===== src/slf_defs.vh =====
// Constants for the static link forwarding block
`ifndef SLF_DEFS_VH
`define SLF_DEFS_VH
// Register indices; byte address is four times the index
`define SLF_IDX_FIRST 10'h0a0
`define SLF_IDX_LAST 10'h0a7
`define SLF_NUM_LINKS 8
// Field layout
`define SLF_EN_BIT 31
`define SLF_DEST_MSB 4
`define SLF_DEST_W 5
// Reset values
`define SLF_EN_RST 1'b0
`define SLF_DEST_RST 5'h00
`endif


===== src/slf_static_fwd.v =====
// Static link forwarding: per-link config registers and packet steering
//
// Functional notes
// - Bit 31 enables static mode, resets zero
// - Static link packets bypass routing to channel
// - Bits 4:0 select destination channel end
// - Eight registers, links C,D,A,B,G,H,E,F
//
// Register map: eight words, word index 0xa0 to 0xa7, and the byte
// address is four times the index (0x280 to 0x29c).
//   bit 31     enable static forwarding for the link
//   bits 30:5  reserved, read as zero, writes dropped
//   bits 4:0   destination channel end on this node
//
// Bus timing: pready is tied high, so every access is one setup
// cycle and one access cycle. Read data is registered during setup
// so prdata comes from a flop; writes commit at the access edge.
//
// Link side: one register stage per link. A beat taken on
// rx_valid & rx_ready shows up on the static or the routed outputs
// in the next cycle and stands there until its sink is ready.
// Mode and destination are latched on the first beat of a packet,
// so reconfiguring a busy link never splits a packet in two.
//
// Limitation: the decode reads paddr[11:2] directly, so an ADDR_W
// below 12 is not supported without changing the decode.
// Trade-off: one stage per link gives full rate only while the
// sink keeps ready high; a stalled sink back-pressures the link.
`timescale 1ns/10ps
`default_nettype none
`include "slf_defs.vh"

module slf_static_fwd #(
  parameter DATA_W = 8,
  parameter ADDR_W = 12
) (
  input wire pclk,
  input wire presetn,
  // APB slave
  input wire psel,
  input wire penable,
  input wire pwrite,
  input wire [ADDR_W-1:0] paddr,
  input wire [31:0] pwdata,
  input wire [3:0] pstrb,
  output wire pready,
  output reg [31:0] prdata,
  output wire pslverr,
  // Link receivers, slot i = register i (C,D,A,B,G,H,E,F)
  input wire [7:0] rx_valid,
  input wire [8*DATA_W-1:0] rx_data,
  input wire [7:0] rx_last,
  output wire [7:0] rx_ready,
  // Static path to local channel ends
  output wire [7:0] chan_valid,
  output wire [8*DATA_W-1:0] chan_data,
  output wire [8*`SLF_DEST_W-1:0] chan_dest,
  output wire [7:0] chan_last,
  input wire [7:0] chan_ready,
  // Normal routed path into the switch
  output wire [7:0] route_valid,
  output wire [8*DATA_W-1:0] route_data,
  output wire [7:0] route_last,
  input wire [7:0] route_ready,
  // Current static enable bits, for observation
  output wire [7:0] static_en
);

  // ----------------------------------------------------------------
  // Register decode
  // ----------------------------------------------------------------
  // Width of the reserved gap between enable and destination
  localparam RSV_W = `SLF_EN_BIT - `SLF_DEST_W;

  wire [9:0] word_idx;
  wire hit;
  wire [2:0] sel_link;
  wire acc_phase;
  wire setup_phase;
  reg [7:0] en_r;
  reg [8*`SLF_DEST_W-1:0] dest_r;

  // Destination field of one link, picked out of the packed vector
  function [`SLF_DEST_W-1:0] dest_of;
    input [8*`SLF_DEST_W-1:0] vec;
    input [2:0] idx;
    begin
      dest_of = vec[idx*`SLF_DEST_W +: `SLF_DEST_W];
    end
  endfunction

  // Read word of one link; reserved middle bits are always zero
  function [31:0] read_word;
    input en;
    input [`SLF_DEST_W-1:0] dest;
    begin
      read_word = {en, {RSV_W{1'b0}}, dest};
    end
  endfunction

  // Word index from byte address; byte lanes below the word are ignored
  assign word_idx = paddr[11:2];
  assign hit = (word_idx >= `SLF_IDX_FIRST) && (word_idx <= `SLF_IDX_LAST);
  assign sel_link = word_idx[2:0];
  // Bus phases, shared by the write, read and error logic
  assign acc_phase = psel & penable;
  assign setup_phase = psel & ~penable;
  // Zero wait states; unmapped addresses answer with an error
  assign pready = 1'b1;
  assign pslverr = acc_phase & ~hit;
  assign static_en = en_r;

  // Config writes, committed in the access phase only
  // Enable and destination sit in different byte lanes, so each
  // is gated by its own strobe and a partial write leaves the other
  always @(posedge pclk or negedge presetn) begin
    if (!presetn) begin
      en_r <= {8{`SLF_EN_RST}};
      dest_r <= {8{`SLF_DEST_RST}};
    end else if (acc_phase && pwrite && hit) begin
      if (pstrb[3]) begin
        en_r[sel_link] <= pwdata[`SLF_EN_BIT];
      end
      if (pstrb[0]) begin
        dest_r[sel_link*`SLF_DEST_W +: `SLF_DEST_W] <= pwdata[`SLF_DEST_MSB:0];
      end
    end
  end

  // Read data prepared in setup so it is a flop in the access phase
  always @(posedge pclk or negedge presetn) begin
    if (!presetn) begin
      prdata <= 32'h00000000;
    end else if (setup_phase) begin
      // Writes and misses return zero so no stale word leaks out
      if (!pwrite && hit) begin
        prdata <= read_word(en_r[sel_link], dest_of(dest_r, sel_link));
      end else begin
        prdata <= 32'h00000000;
      end
    end
  end

  // ----------------------------------------------------------------
  // Per-link steering
  // ----------------------------------------------------------------
  genvar gi;
  generate
    for (gi = 0; gi < `SLF_NUM_LINKS; gi = gi + 1) begin : g_link
      reg in_pkt_r;
      reg pkt_static_r;
      reg [`SLF_DEST_W-1:0] pkt_dest_r;
      reg out_valid_r;
      reg out_static_r;
      reg out_last_r;
      reg [DATA_W-1:0] out_data_r;
      reg [`SLF_DEST_W-1:0] out_dest_r;
      wire cur_static;
      wire [`SLF_DEST_W-1:0] cur_dest;
      wire out_take;
      wire in_take;
      // Link number of this slot, in the width of the decode
      localparam [2:0] LINK = gi;

      // Mode is frozen per packet so a config change never splits one
      assign cur_static = in_pkt_r ? pkt_static_r : en_r[gi];
      assign cur_dest = in_pkt_r ? pkt_dest_r : dest_of(dest_r, LINK);
      assign out_take = out_valid_r & (out_static_r ? chan_ready[gi] : route_ready[gi]);
      assign in_take = rx_valid[gi] & rx_ready[gi];
      assign rx_ready[gi] = ~out_valid_r | out_take;

      // Static beats go only to the channel side; no route is asked for
      assign chan_valid[gi] = out_valid_r & out_static_r;
      assign route_valid[gi] = out_valid_r & ~out_static_r;
      assign chan_data[gi*DATA_W +: DATA_W] = out_data_r;
      assign route_data[gi*DATA_W +: DATA_W] = out_data_r;
      assign chan_last[gi] = out_last_r;
      assign route_last[gi] = out_last_r;
      assign chan_dest[gi*`SLF_DEST_W +: `SLF_DEST_W] = out_dest_r;

      // Packet tracking
      always @(posedge pclk or negedge presetn) begin
        if (!presetn) begin
          in_pkt_r <= 1'b0;
          pkt_static_r <= 1'b0;
          pkt_dest_r <= `SLF_DEST_RST;
        end else if (in_take) begin
          in_pkt_r <= ~rx_last[gi];
          pkt_static_r <= cur_static;
          pkt_dest_r <= cur_dest;
        end
      end

      // One output stage per link
      always @(posedge pclk or negedge presetn) begin
        if (!presetn) begin
          out_valid_r <= 1'b0;
          out_static_r <= 1'b0;
          out_last_r <= 1'b0;
          out_data_r <= {DATA_W{1'b0}};
          out_dest_r <= `SLF_DEST_RST;
        end else if (in_take) begin
          out_valid_r <= 1'b1;
          out_static_r <= cur_static;
          out_last_r <= rx_last[gi];
          out_data_r <= rx_data[gi*DATA_W +: DATA_W];
          out_dest_r <= cur_dest;
        end else if (out_take) begin
          out_valid_r <= 1'b0;
        end
      end
    end
  endgenerate

endmodule

`default_nettype wire


===== config.mk =====
export PLATFORM = sky130hd
export DESIGN_NAME = slf_static_fwd
export DESIGN_NICKNAME = d
export VERILOG_FILES = /design/src/slf_static_fwd.v
export VERILOG_INCLUDE_DIRS = /design/src
export SDC_FILE = /design/constraint.sdc
export NUM_CORES = 1
export LEC_CHECK = 0
export BUFFER_PORTS_ARGS = -buffer_cell sky130_fd_sc_hd__buf_2
export CORE_AREA = 2 2 157 159
export DETAILED_ROUTE_END_ITERATION = 6
export DIE_AREA = 0 0 159 161
export PLACE_DENSITY = 0.65
export SKIP_LAST_GASP = 1
export SYNTH_ARGS = -nofsm -noshare
export SYNTH_HDL_FRONTEND = slang
export SYNTH_SLANG_ARGS = --single-unit

===== constraint.sdc =====
create_clock -name pclk -period 2 [get_ports pclk]
set_clock_uncertainty 0.05 [all_clocks]
set_input_delay 0.4 -clock pclk [delete_from_list [all_inputs] [get_ports pclk]]
set_output_delay 0.4 -clock pclk [all_outputs]
set_load 0.01 [all_outputs]

## Yosys cells after proc, flatten, opt, wreduce, memory -nomap -nowiden

Index checks and enable logic that the tools add are counted.

- Add/sub/neg operators: 1
- Multiply operators: 1
- $lt $le $gt $ge: 4
- Shifts and indexed selects: 3
- Muxes and demuxes: 46
- Bitwise gates (word level): 77
- Reduce and logical (&&, ||, !) cells: 24

Operator list:

| kind | count |
|---|---|
| $bwmux W40 | 1 |
| $shift A5 B34 Y40 const A | 1 |
| $shiftx A40 B7 Y5 | 1 |
| $shiftx A5 B34 Y40 | 1 |
| $and A1 B1 Y1 | 35 |
| $mux W5 | 7 |
| $mux W1 | 34 |
| $neg A6 Y34 | 1 |
| $not A1 Y1 | 34 |
| $mux W32 | 1 |
| $reduce_and A2 Y1 | 10 |
| $reduce_bool A2 Y1 | 8 |
| $ge A10 B8 Y1 const B | 1 |
| $le A10 B8 Y1 const B | 1 |
| $bwmux W8 | 1 |
| $or A1 B1 Y1 | 8 |
| $mul A3 B3 Y6 const B | 1 |
| $logic_and A1 B1 Y1 | 5 |
| $lt A3 B4 Y1 const B | 1 |
| $bmux W1 S3 | 1 |
| $demux W1 S3 | 1 |
| $ge A3 B1 Y1 const B | 1 |
| $logic_not A1 Y1 | 1 |

- Bits in registers: 216
- Input bits: 149
- Output and inout bits: 250
- Word-level logic and storage cells: 207

## Longest topological paths before layout

Gate-level depths: netlist of run 1.

- Depth after elaboration: 5
- Depth in mapped cells: 8
- Mapped depth without buffers: 6

## Least setup slack after synthesis of run 1

Ideal clock, no wire load.

- Path type: input to register
- Start point: input paddr[2]
- End point: register dest_r[10]
- Setup time: 125 ps
- Arrival: 2004 ps
- Data required time: 1825 ps
- Slack: -178 ps
- Stages: 8
- Path buffers: 2
- Cells stage by stage: clkbuf_8 > clkinv_1 > ha_1 > xnor2_1 > nor2b_1 > and4_1 > clkbuf_1 > mux2_2

- Longest elaborated chain between the ends: 4
- Elaborated cells on any way between the ends: 10
- Classes of those cells: add/sub: 1; mul: 1; order compare: 2; shift: 2; mux: 1; reduce/logical: 3

RTL lines:

| what | line | source |
|---|---|---|
| start: declaration | slf_static_fwd.v:43 | `input wire [ADDR_W-1:0] paddr,` |
| $mul A3 B3 Y6 (no line), or another cell as far along | - |  |
| $neg A6 Y34 / $logic_and A1 B1 Y1 (equally long branches) | slf_static_fwd.v:125, slf_static_fwd.v:103 |  |
| $shiftx A5 B34 Y40, or another cell as far along | slf_static_fwd.v:125 | `` dest_r[sel_link*`SLF_DEST_W +: `SLF_DEST_W] <= pwdata[`SLF_DEST_MSB:0]; `` |
| $bwmux W40 / $reduce_and A2 Y1 (equally long branches) | - |  |
| end signal: assignment | slf_static_fwd.v:119 | `` dest_r <= {8{`SLF_DEST_RST}}; `` |
| end signal: indexed assignment | slf_static_fwd.v:125 |  |
| end: declaration | slf_static_fwd.v:81 | `` reg [8*`SLF_DEST_W-1:0] dest_r; `` |

Several ways; a longest one is shown, not always the timed one.
A chain may end at the register's enable or synchronous reset.

## Worst setup path after layout of run 1

- Start point: input paddr[11]
- End point: output pslverr

- Longest elaborated chain between the ends: 4
- Elaborated cells on any way between the ends: 5
- Classes of those cells: order compare: 2; bitwise: 2; reduce/logical: 1

RTL lines:

| what | line | source |
|---|---|---|
| $ge A10 B8 Y1 (no line) / $le A10 B8 Y1 (equally long branches) | - |  |
| $logic_and A1 B1 Y1 (*) | slf_static_fwd.v:103 | `` assign hit = (word_idx >= `SLF_IDX_FIRST) && (word_idx <= `SLF_IDX_LAST); `` |
| $not A1 Y1 (*) | slf_static_fwd.v:110 | `assign pslverr = acc_phase & ~hit;` |
| $and A1 B1 Y1 (*) | slf_static_fwd.v:110 |  |
| end: declaration | slf_static_fwd.v:48 | `output wire pslverr,` |

Mark *: on every way between the ends. The rest lies on a longest branch, timed or not.

==> metrics.csv, run 1 <==
stage,metric,value,unit
logic_synthesis,ys_warn_count,0,
critical_path,critPathKind,in -> out,
critical_path,reg2reg_from,g_link[5].out_static_r$_DFFE_PN0P_,
final_layout,area_delta_synth_final,23.4,%
worst_hold_path,min_from,rx_last[2],
final_layout,num_antenna_cells,0,
critical_path,r2r_cells,4,
logic_synthesis,synth.top_cells.by_count,"dfrtp_1 (190), mux2_2 (168), buf_4 (115), clkbuf_1 (27)",
final_layout,finalNonFillerCells,1293,
die,dieArea,25600,um^2
clocking,cts_sinks,190,
logic_synthesis,synth_enable_flop_cells,0,
worst_hold_path,hold_path_class,in -> reg,
die,io_pins,399,
sta,period_needed,1.89,ns
logic_synthesis,avgSynthCellArea,13.0,um^2
sta,setup_violations,0,
route,ant_nets,0,
die,start_util,37.3,%
route,routed-via-count,5918,
sta,hold_viol,0,
global_routing,antenna_found_initial,1,
die,rows,57,
global_routing,grt_remaining_overflow,0,
critical_path,worstPathMaxFanout,9,
clocking,htreeDepth,4,
critical_path,cp-endpoint,pslverr,
clocking,cts_buffer_depth,2,
placement,io_buffers,341,
clocking,cts_buffers,17,
logic_synthesis,syn-cell-area,8940,um^2
critical_path,rrSetupSlack,0.28,ns
global_routing,grtUsageTotal,17.2,%
logic_synthesis,ys_types,43,
outcome,status,completed,
route,viasPerCell,4.58,
sta,fmax,0.529,GHz
logic_synthesis,yosys.cell_count.top_type,dfrtp_1,
pwr,p_leak,0.00575,uW
clocking,cts_tree,built,
logic_synthesis,synth_ff_type,dfrtp_1,
final_layout,fin_nets,1108,
route,first_iter_violations,258,
sta,holdWs,0.104,ns
global_routing,grt_pass1_vias,5992,
clocking,cts_root_buf,clkbuf_16,
critical_path,end_kind,output pin,
global_routing,grt_max_degree,53,
route,wl_per_cell,16.9,um
die,die-width,159,um
logic_synthesis,yosysSeqAreaShare,53.2,%
sta,period_share,94.5,%
placement,dp_slack,-0.0848,ns
logic_synthesis,synth.top_cells.by_area,"dfrtp_1 (53%), mux2_2 (21%), buf_4 (9.7%)",
flow_run,maxCapViolCount,0,
placement,place.gp.congestion,0.803,
final_layout,layout-drive-gt1-share,60.3,%
logic_synthesis,synth_top_cell_by_area,dfrtp_1,
critical_path,arrival,1.44,ns
logic_synthesis,synthCells,686,
clocking,clock_latency,0.43,ns
logic_synthesis,ys_ff_latch,190,
placement,dp_cells,1260,
clocking,cts.clk_slew.worst_paths,0.07,ns
critical_path,cp-start-kind,primary input,
pwr,vdd.ir_drop.worst,0.000464,V
sta,slew_viol_final,0,
critical_path,timing.rr.end,g_link[5].out_dest_r[2]$_DFFE_PN0P_,
route,drc_errors,0,
clocking,post_cts_resized,0,
die,coreArea,24000,um^2
logic_synthesis,ys_async_sr_fraction,100,%
pwr,power.total,9270,uW
logic_synthesis,synth_top_area_share,53.2,%
critical_path,cp-startpoint,paddr[11],
placement,dp_hpwl,17100,um
die,die_h,161,um
route,wl,21800,um
global_routing,grt_pass1_wl,34200,um
route,drt_pre_antenna_iters,4,
critical_path,crit_required,1.55,ns
sta,fin_ws,0.109,ns
sta,rsz0062_at_grt,no,
pwr,powerDensity,841,nW/um^2
==> stage by stage <==
step                      setup TNS, ns  instance area (um^2)  utilization [%]
after floorplan                       0                  9040                -
after global placement           -0.936                 10400             43.4
after detailed placement          -1.48                 10400             43.4
after CTS                             0                 11000             46.0
after global routing                  0                 11000             46.0
final                                 0                 11000             46.0
==> logic make-up (layout without fill, tap and decap cells) <==
logic type,after synthesis,count (layout),synth area share [%]
compound gates,32,32,2.38
xor+xnor,1,1,0.0980
fa+ha+maj,3,3,0.420
buf+inv,154,412,11.6
flops,190,190,53.2
mux,194,194,24.7
other cells,2,27,0.0840
simple gates,110,110,7.46
==> layout by cell type (no fill, tap or decap), types with 4 or more instances in the layout <==
cell,n
nor2b_1,15
mux2i_1,21
inv_1,6
clkbuf_16,17
conb_1,27
and3_1,9
buf_2,340
dfrtp_1,190
a21boi_0,4
buf_4,27
mux2_2,168
nand2_1,20
nand2b_1,9
and2_1,21
mux4_2,4
a21boi_1,4
nor2_1,11
nand3_1,4
a21oi_1,9
inv_6,4
==> flip-flops by register name, summed over array words and instances, names as in the netlist <==
name                 count
g_link.out_data_r       64
dest_r                  40
g_link.out_dest_r       30
g_link.pkt_dest_r       10
g_link.in_pkt_r          8
g_link.out_last_r        8
g_link.out_static_r      8
g_link.out_valid_r       8
static_en                8
prdata                   6
==> what timing repair did <==
action / CTS / global route
setup buffers: 0 / 0
hold buffers: 1 / 0
endpoints found under the hold margin: 46 / 0
==> layout make-up <==
cell class	instances	area (um^2)
Clock buffer	19	453
Clock inverter	13	151
Fill cell	2237	12900
Inverter	8	31.3
Multi-Input combinational cell	367	3240
Sequential cell	190	4750
Tap cell	324	405
Timing Repair Buffer	372	1990
==> routing by layer <==
layer	vias up	track usage, %	wire length (um)
li1	2769	-	-
met1	2864	21.5	9390
met2	268	29.2	10500
met3	17	5.29	1660
met4	0	4.46	250
met5	-	0	0
==> worst min-delay path by stage <==
stage | depth (start not counted) | to
final | 2 | g_link[2].in_pkt_r$_DFFE_PN0P_
after CTS | 2 | g_link[2].in_pkt_r$_DFFE_PN0P_
after global routing | 2 | g_link[2].in_pkt_r$_DFFE_PN0P_
after detailed placement | 1 | g_link[4].out_data_r[7]$_DFFE_PN0P_
after global placement | 1 | g_link[4].out_data_r[7]$_DFFE_PN0P_
after floorplan | 0 | dest_r[0]$_DFFE_PN0P_
==> critical path: stages <==
cell	delay (ns)
buf_2	0.09
or3_4	0.40
nor2_2	0.09
buf_4	0.17
buf_4	0.12
nor2_1	0.03
buf_2	0.14
==> where the power goes <==
group	internal (uW)	switching (uW)	leakage [uW]
Combinational	714	790	0.00301
Sequential	4090	162	0.00245
Clock	1940	1570	0.000295
Power figures use the tool's default switching activity.
==> run 2: changes to the inputs <==
--- a/config.mk
+++ b/config.mk
@@ -7,10 +7,13 @@
 export NUM_CORES = 1
 export LEC_CHECK = 0
 export BUFFER_PORTS_ARGS = -buffer_cell sky130_fd_sc_hd__buf_2
-export CORE_AREA = 2 2 157 159
+export CELL_PAD_IN_SITES_DETAIL_PLACEMENT = 1
+export CELL_PAD_IN_SITES_GLOBAL_PLACEMENT = 2
+export CORE_ASPECT_RATIO = 1.4
+export CORE_UTILIZATION = 29
 export DETAILED_ROUTE_END_ITERATION = 6
-export DIE_AREA = 0 0 159 161
-export PLACE_DENSITY = 0.65
+export PLACE_DENSITY = 0.78
+export SETUP_SLACK_MARGIN = 0.2
 export SKIP_LAST_GASP = 1
 export SYNTH_ARGS = -nofsm -noshare
 export SYNTH_HDL_FRONTEND = slang
==> metrics.csv, run 2 (synthesis results as in run 1) <==
stage,metric,value,unit,change
route,routed-via-count,6015,,+1.6%
final_layout,reg.largest.list,"g_link.out_data_r (64), dest_r (40), g_link.out_dest_r (30)",,
critical_path,arrival,1.36,ns,-0.08 ns
outcome,status,completed,,
sta,rsz0062_at_grt,yes,,
global_routing,antenna_found_initial,1,,unchanged
route,wl_per_cell,17.4,um,+3.3%
sta,holdWs,0.0737,ns,-0.0301 ns
die,io_pins,399,,unchanged
sta,slew_viol_final,0,,unchanged
die,dieArea,31500,um^2,+23%
critical_path,worstPathMaxFanout,4,,-5
pwr,vdd.ir_drop.worst,0.000552,V,+19%
critical_path,critPathKind,reg -> out,,
final_layout,layout-drive-gt1-share,61.6,%,+1.3 points
sta,setup_tns,0,ns,unchanged
clocking,cts.clk_slew.worst_paths,0.08,ns,about the same
clocking,cts_buffers,17,,unchanged
die,die_h,210,um,+30%
final_layout,largest_register_ff_count,64,,unchanged
global_routing,grt_pass1_vias,6329,,+5.6%
pwr,p_leak,0.00584,uW,+1.5%
global_routing,grt_pass1_wl,36400,um,+6.2%
global_routing,grtUsageTotal,15.4,%,-1.8 points
critical_path,crit_required,1.55,ns,about the same
sta,hold_viol,0,,unchanged
die,start_util,29.7,%,-7.6 points
clocking,cts_tree,built,,
placement,dp_cells,1319,,+4.7%
final_layout,fin_nets,1120,,+1.1%
route,drc_errors,0,,unchanged
clocking,clock_latency,0.45,ns,+0.02 ns
critical_path,crit_path_top_delay_cell,dfrtp_1,,
route,drt_pre_antenna_iters,4,,unchanged
final_layout,final_cell_mix,"buf_2 (340), dfrtp_1 (190), mux2_2 (158)",,
clocking,htreeDepth,4,,unchanged
global_routing,grt_remaining_overflow,0,,unchanged
critical_path,slowest_delay,0.41,ns,about the same
route,viasPerCell,4.40,,-3.9%
final_layout,area_delta_synth_final,26.7,%,
pwr,power.total,9290,uW,+0.14%
flow_run,maxCapViolCount,0,,unchanged
clocking,cts_sinks,190,,unchanged
critical_path,path_cells,mux2i_1 -> nand2_1 -> buf_2,,
critical_path,crit_family,flip-flops,,
route,ant_nets,0,,unchanged
sta,worst_pin_slew,0.593,ns,
route,first_iter_violations,181,,-30%
global_routing,grt_max_degree,56,,+5.7%
final_layout,finalNonFillerCells,1367,,+5.7%
die,die-width,150,um,-5.4%
sta,slew_headroom,59.5,%,
worst_hold_path,hold_path_class,in -> reg,,
critical_path,path_buf_inv,1,,-3
sta,period_needed,1.81,ns,-0.0851 ns
clocking,cts_root_buf,clkbuf_16,,
critical_path,end_kind,output pin,,
placement,io_buffers,341,,unchanged
placement,place.gp.congestion,0.790,,-1.6%
final_layout,regMostFlops,g_link.out_data_r,,
placement,dp_hpwl,18500,um,+8.2%
pwr,powerDensity,820,nW/um^2,-2.5%
final_layout,layout_commonest_cell,buf_2,,
die,coreArea,30100,um^2,+26%
route,wl,23800,um,+9.2%
sta,setup_violations,0,,unchanged
sta,fmax,0.554,GHz,+4.7%
clocking,cts_buffer_depth,2,,unchanged
sta,period_share,90.3,%,-4.3 points
die,rows,75,,+32%
critical_path,cp-start-kind,register,,
run 2: cell types whose count changed in the layout (fill, tap and decap cells not counted), sizes merged:
cell	before	now
diode	0	1
clkinvlp	2	3
inv	13	12
buf	370	382
run 2: area by class of cell:
cell class / instances / area, um^2
Fill cell: 3327 / 18800
Sequential cell: 190 / 4750
Multi-Input combinational cell: 367 / 3330
Timing Repair Buffer: 384 / 2120
Tap cell: 385 / 482
Clock buffer: 19 / 443
Clock inverter: 13 / 153
Inverter: 8 / 47.5
Antenna cell: 1 / 2.50
run 2: stage by stage:
step | util [%] | setup WS, ns | instance area (um^2)
3_3_place_gp | 35.2 | -0.0590 | 10600
3_5_place_dp | 35.2 | -0.0726 | 10600
5_1_grt | 37.6 | 0.0953 | 11300
4_1_cts | 37.4 | 0.174 | 11300
6_report | 37.6 | 0.194 | 11300
2_1_floorplan | - | 0.0765 | 9170
run 2: where the power goes:
group	switching (uW)	leakage (uW)	internal (uW)	total, uW
clock	1590	0.000282	1900	3500
combinational	792	0.00311	733	1530
sequential	173	0.00245	4090	4270
total	2560	0.00584	6730	9290
run 2: what timing repair did:
item	in CTS	in global routing
buffers inserted	8	6
pin swaps	0	5
endpoints found under the hold margin	20	0
endpoints found under the setup margin	8	31
hold buffers	1	0
resized for setup	1	6
run 2: worst reg2reg max path, stage by stage, from the launching register on:
cell	delay [ns]
dfrtp_1	0.40
mux2i_1	0.15
a21boi_0	0.26
and2_1	0.37
mux2_2	0.38
run 2: layer usage:
layer  share of wire (%)  GRT usage [%]  vias up
met1                  38           17.0     3036
met5                   0              0        -
li1                    -              -     2775
met2                  55           28.2      180
met4                 2.2           5.89        0
met3                 4.8           3.48       24
run 2: final timing paths:
| check | startpoint | endpoint | slack [ns] | depth (start not counted) |
|---|---|---|---|---|
| worst max-delay path | g_link[3].out_static_r$_DFFE_PN0P_ | rx_ready[3] | 0.19 | 3 |
| worst min-delay path | rx_last[2] | g_link[2].in_pkt_r$_DFFE_PN0P_ | 0.07 | 2 |
| worst max register to register | g_link[0].out_static_r$_DFFE_PN0P_ | g_link[0].out_dest_r[0]$_DFFE_PN0P_ | 0.28 | 4 |
| worst min register to register | prdata[1]$_DFFE_PN0P_ | prdata[1]$_DFFE_PN0P_ | 0.42 | 2 |
| max in group asynchronous | presetn | g_link[4].out_data_r[2]$_DFFE_PN0P_ | 0.95 | 3 |
| min in group asynchronous | presetn | g_link[7].out_data_r[4]$_DFFE_PN0P_ | 0.35 | 2 |
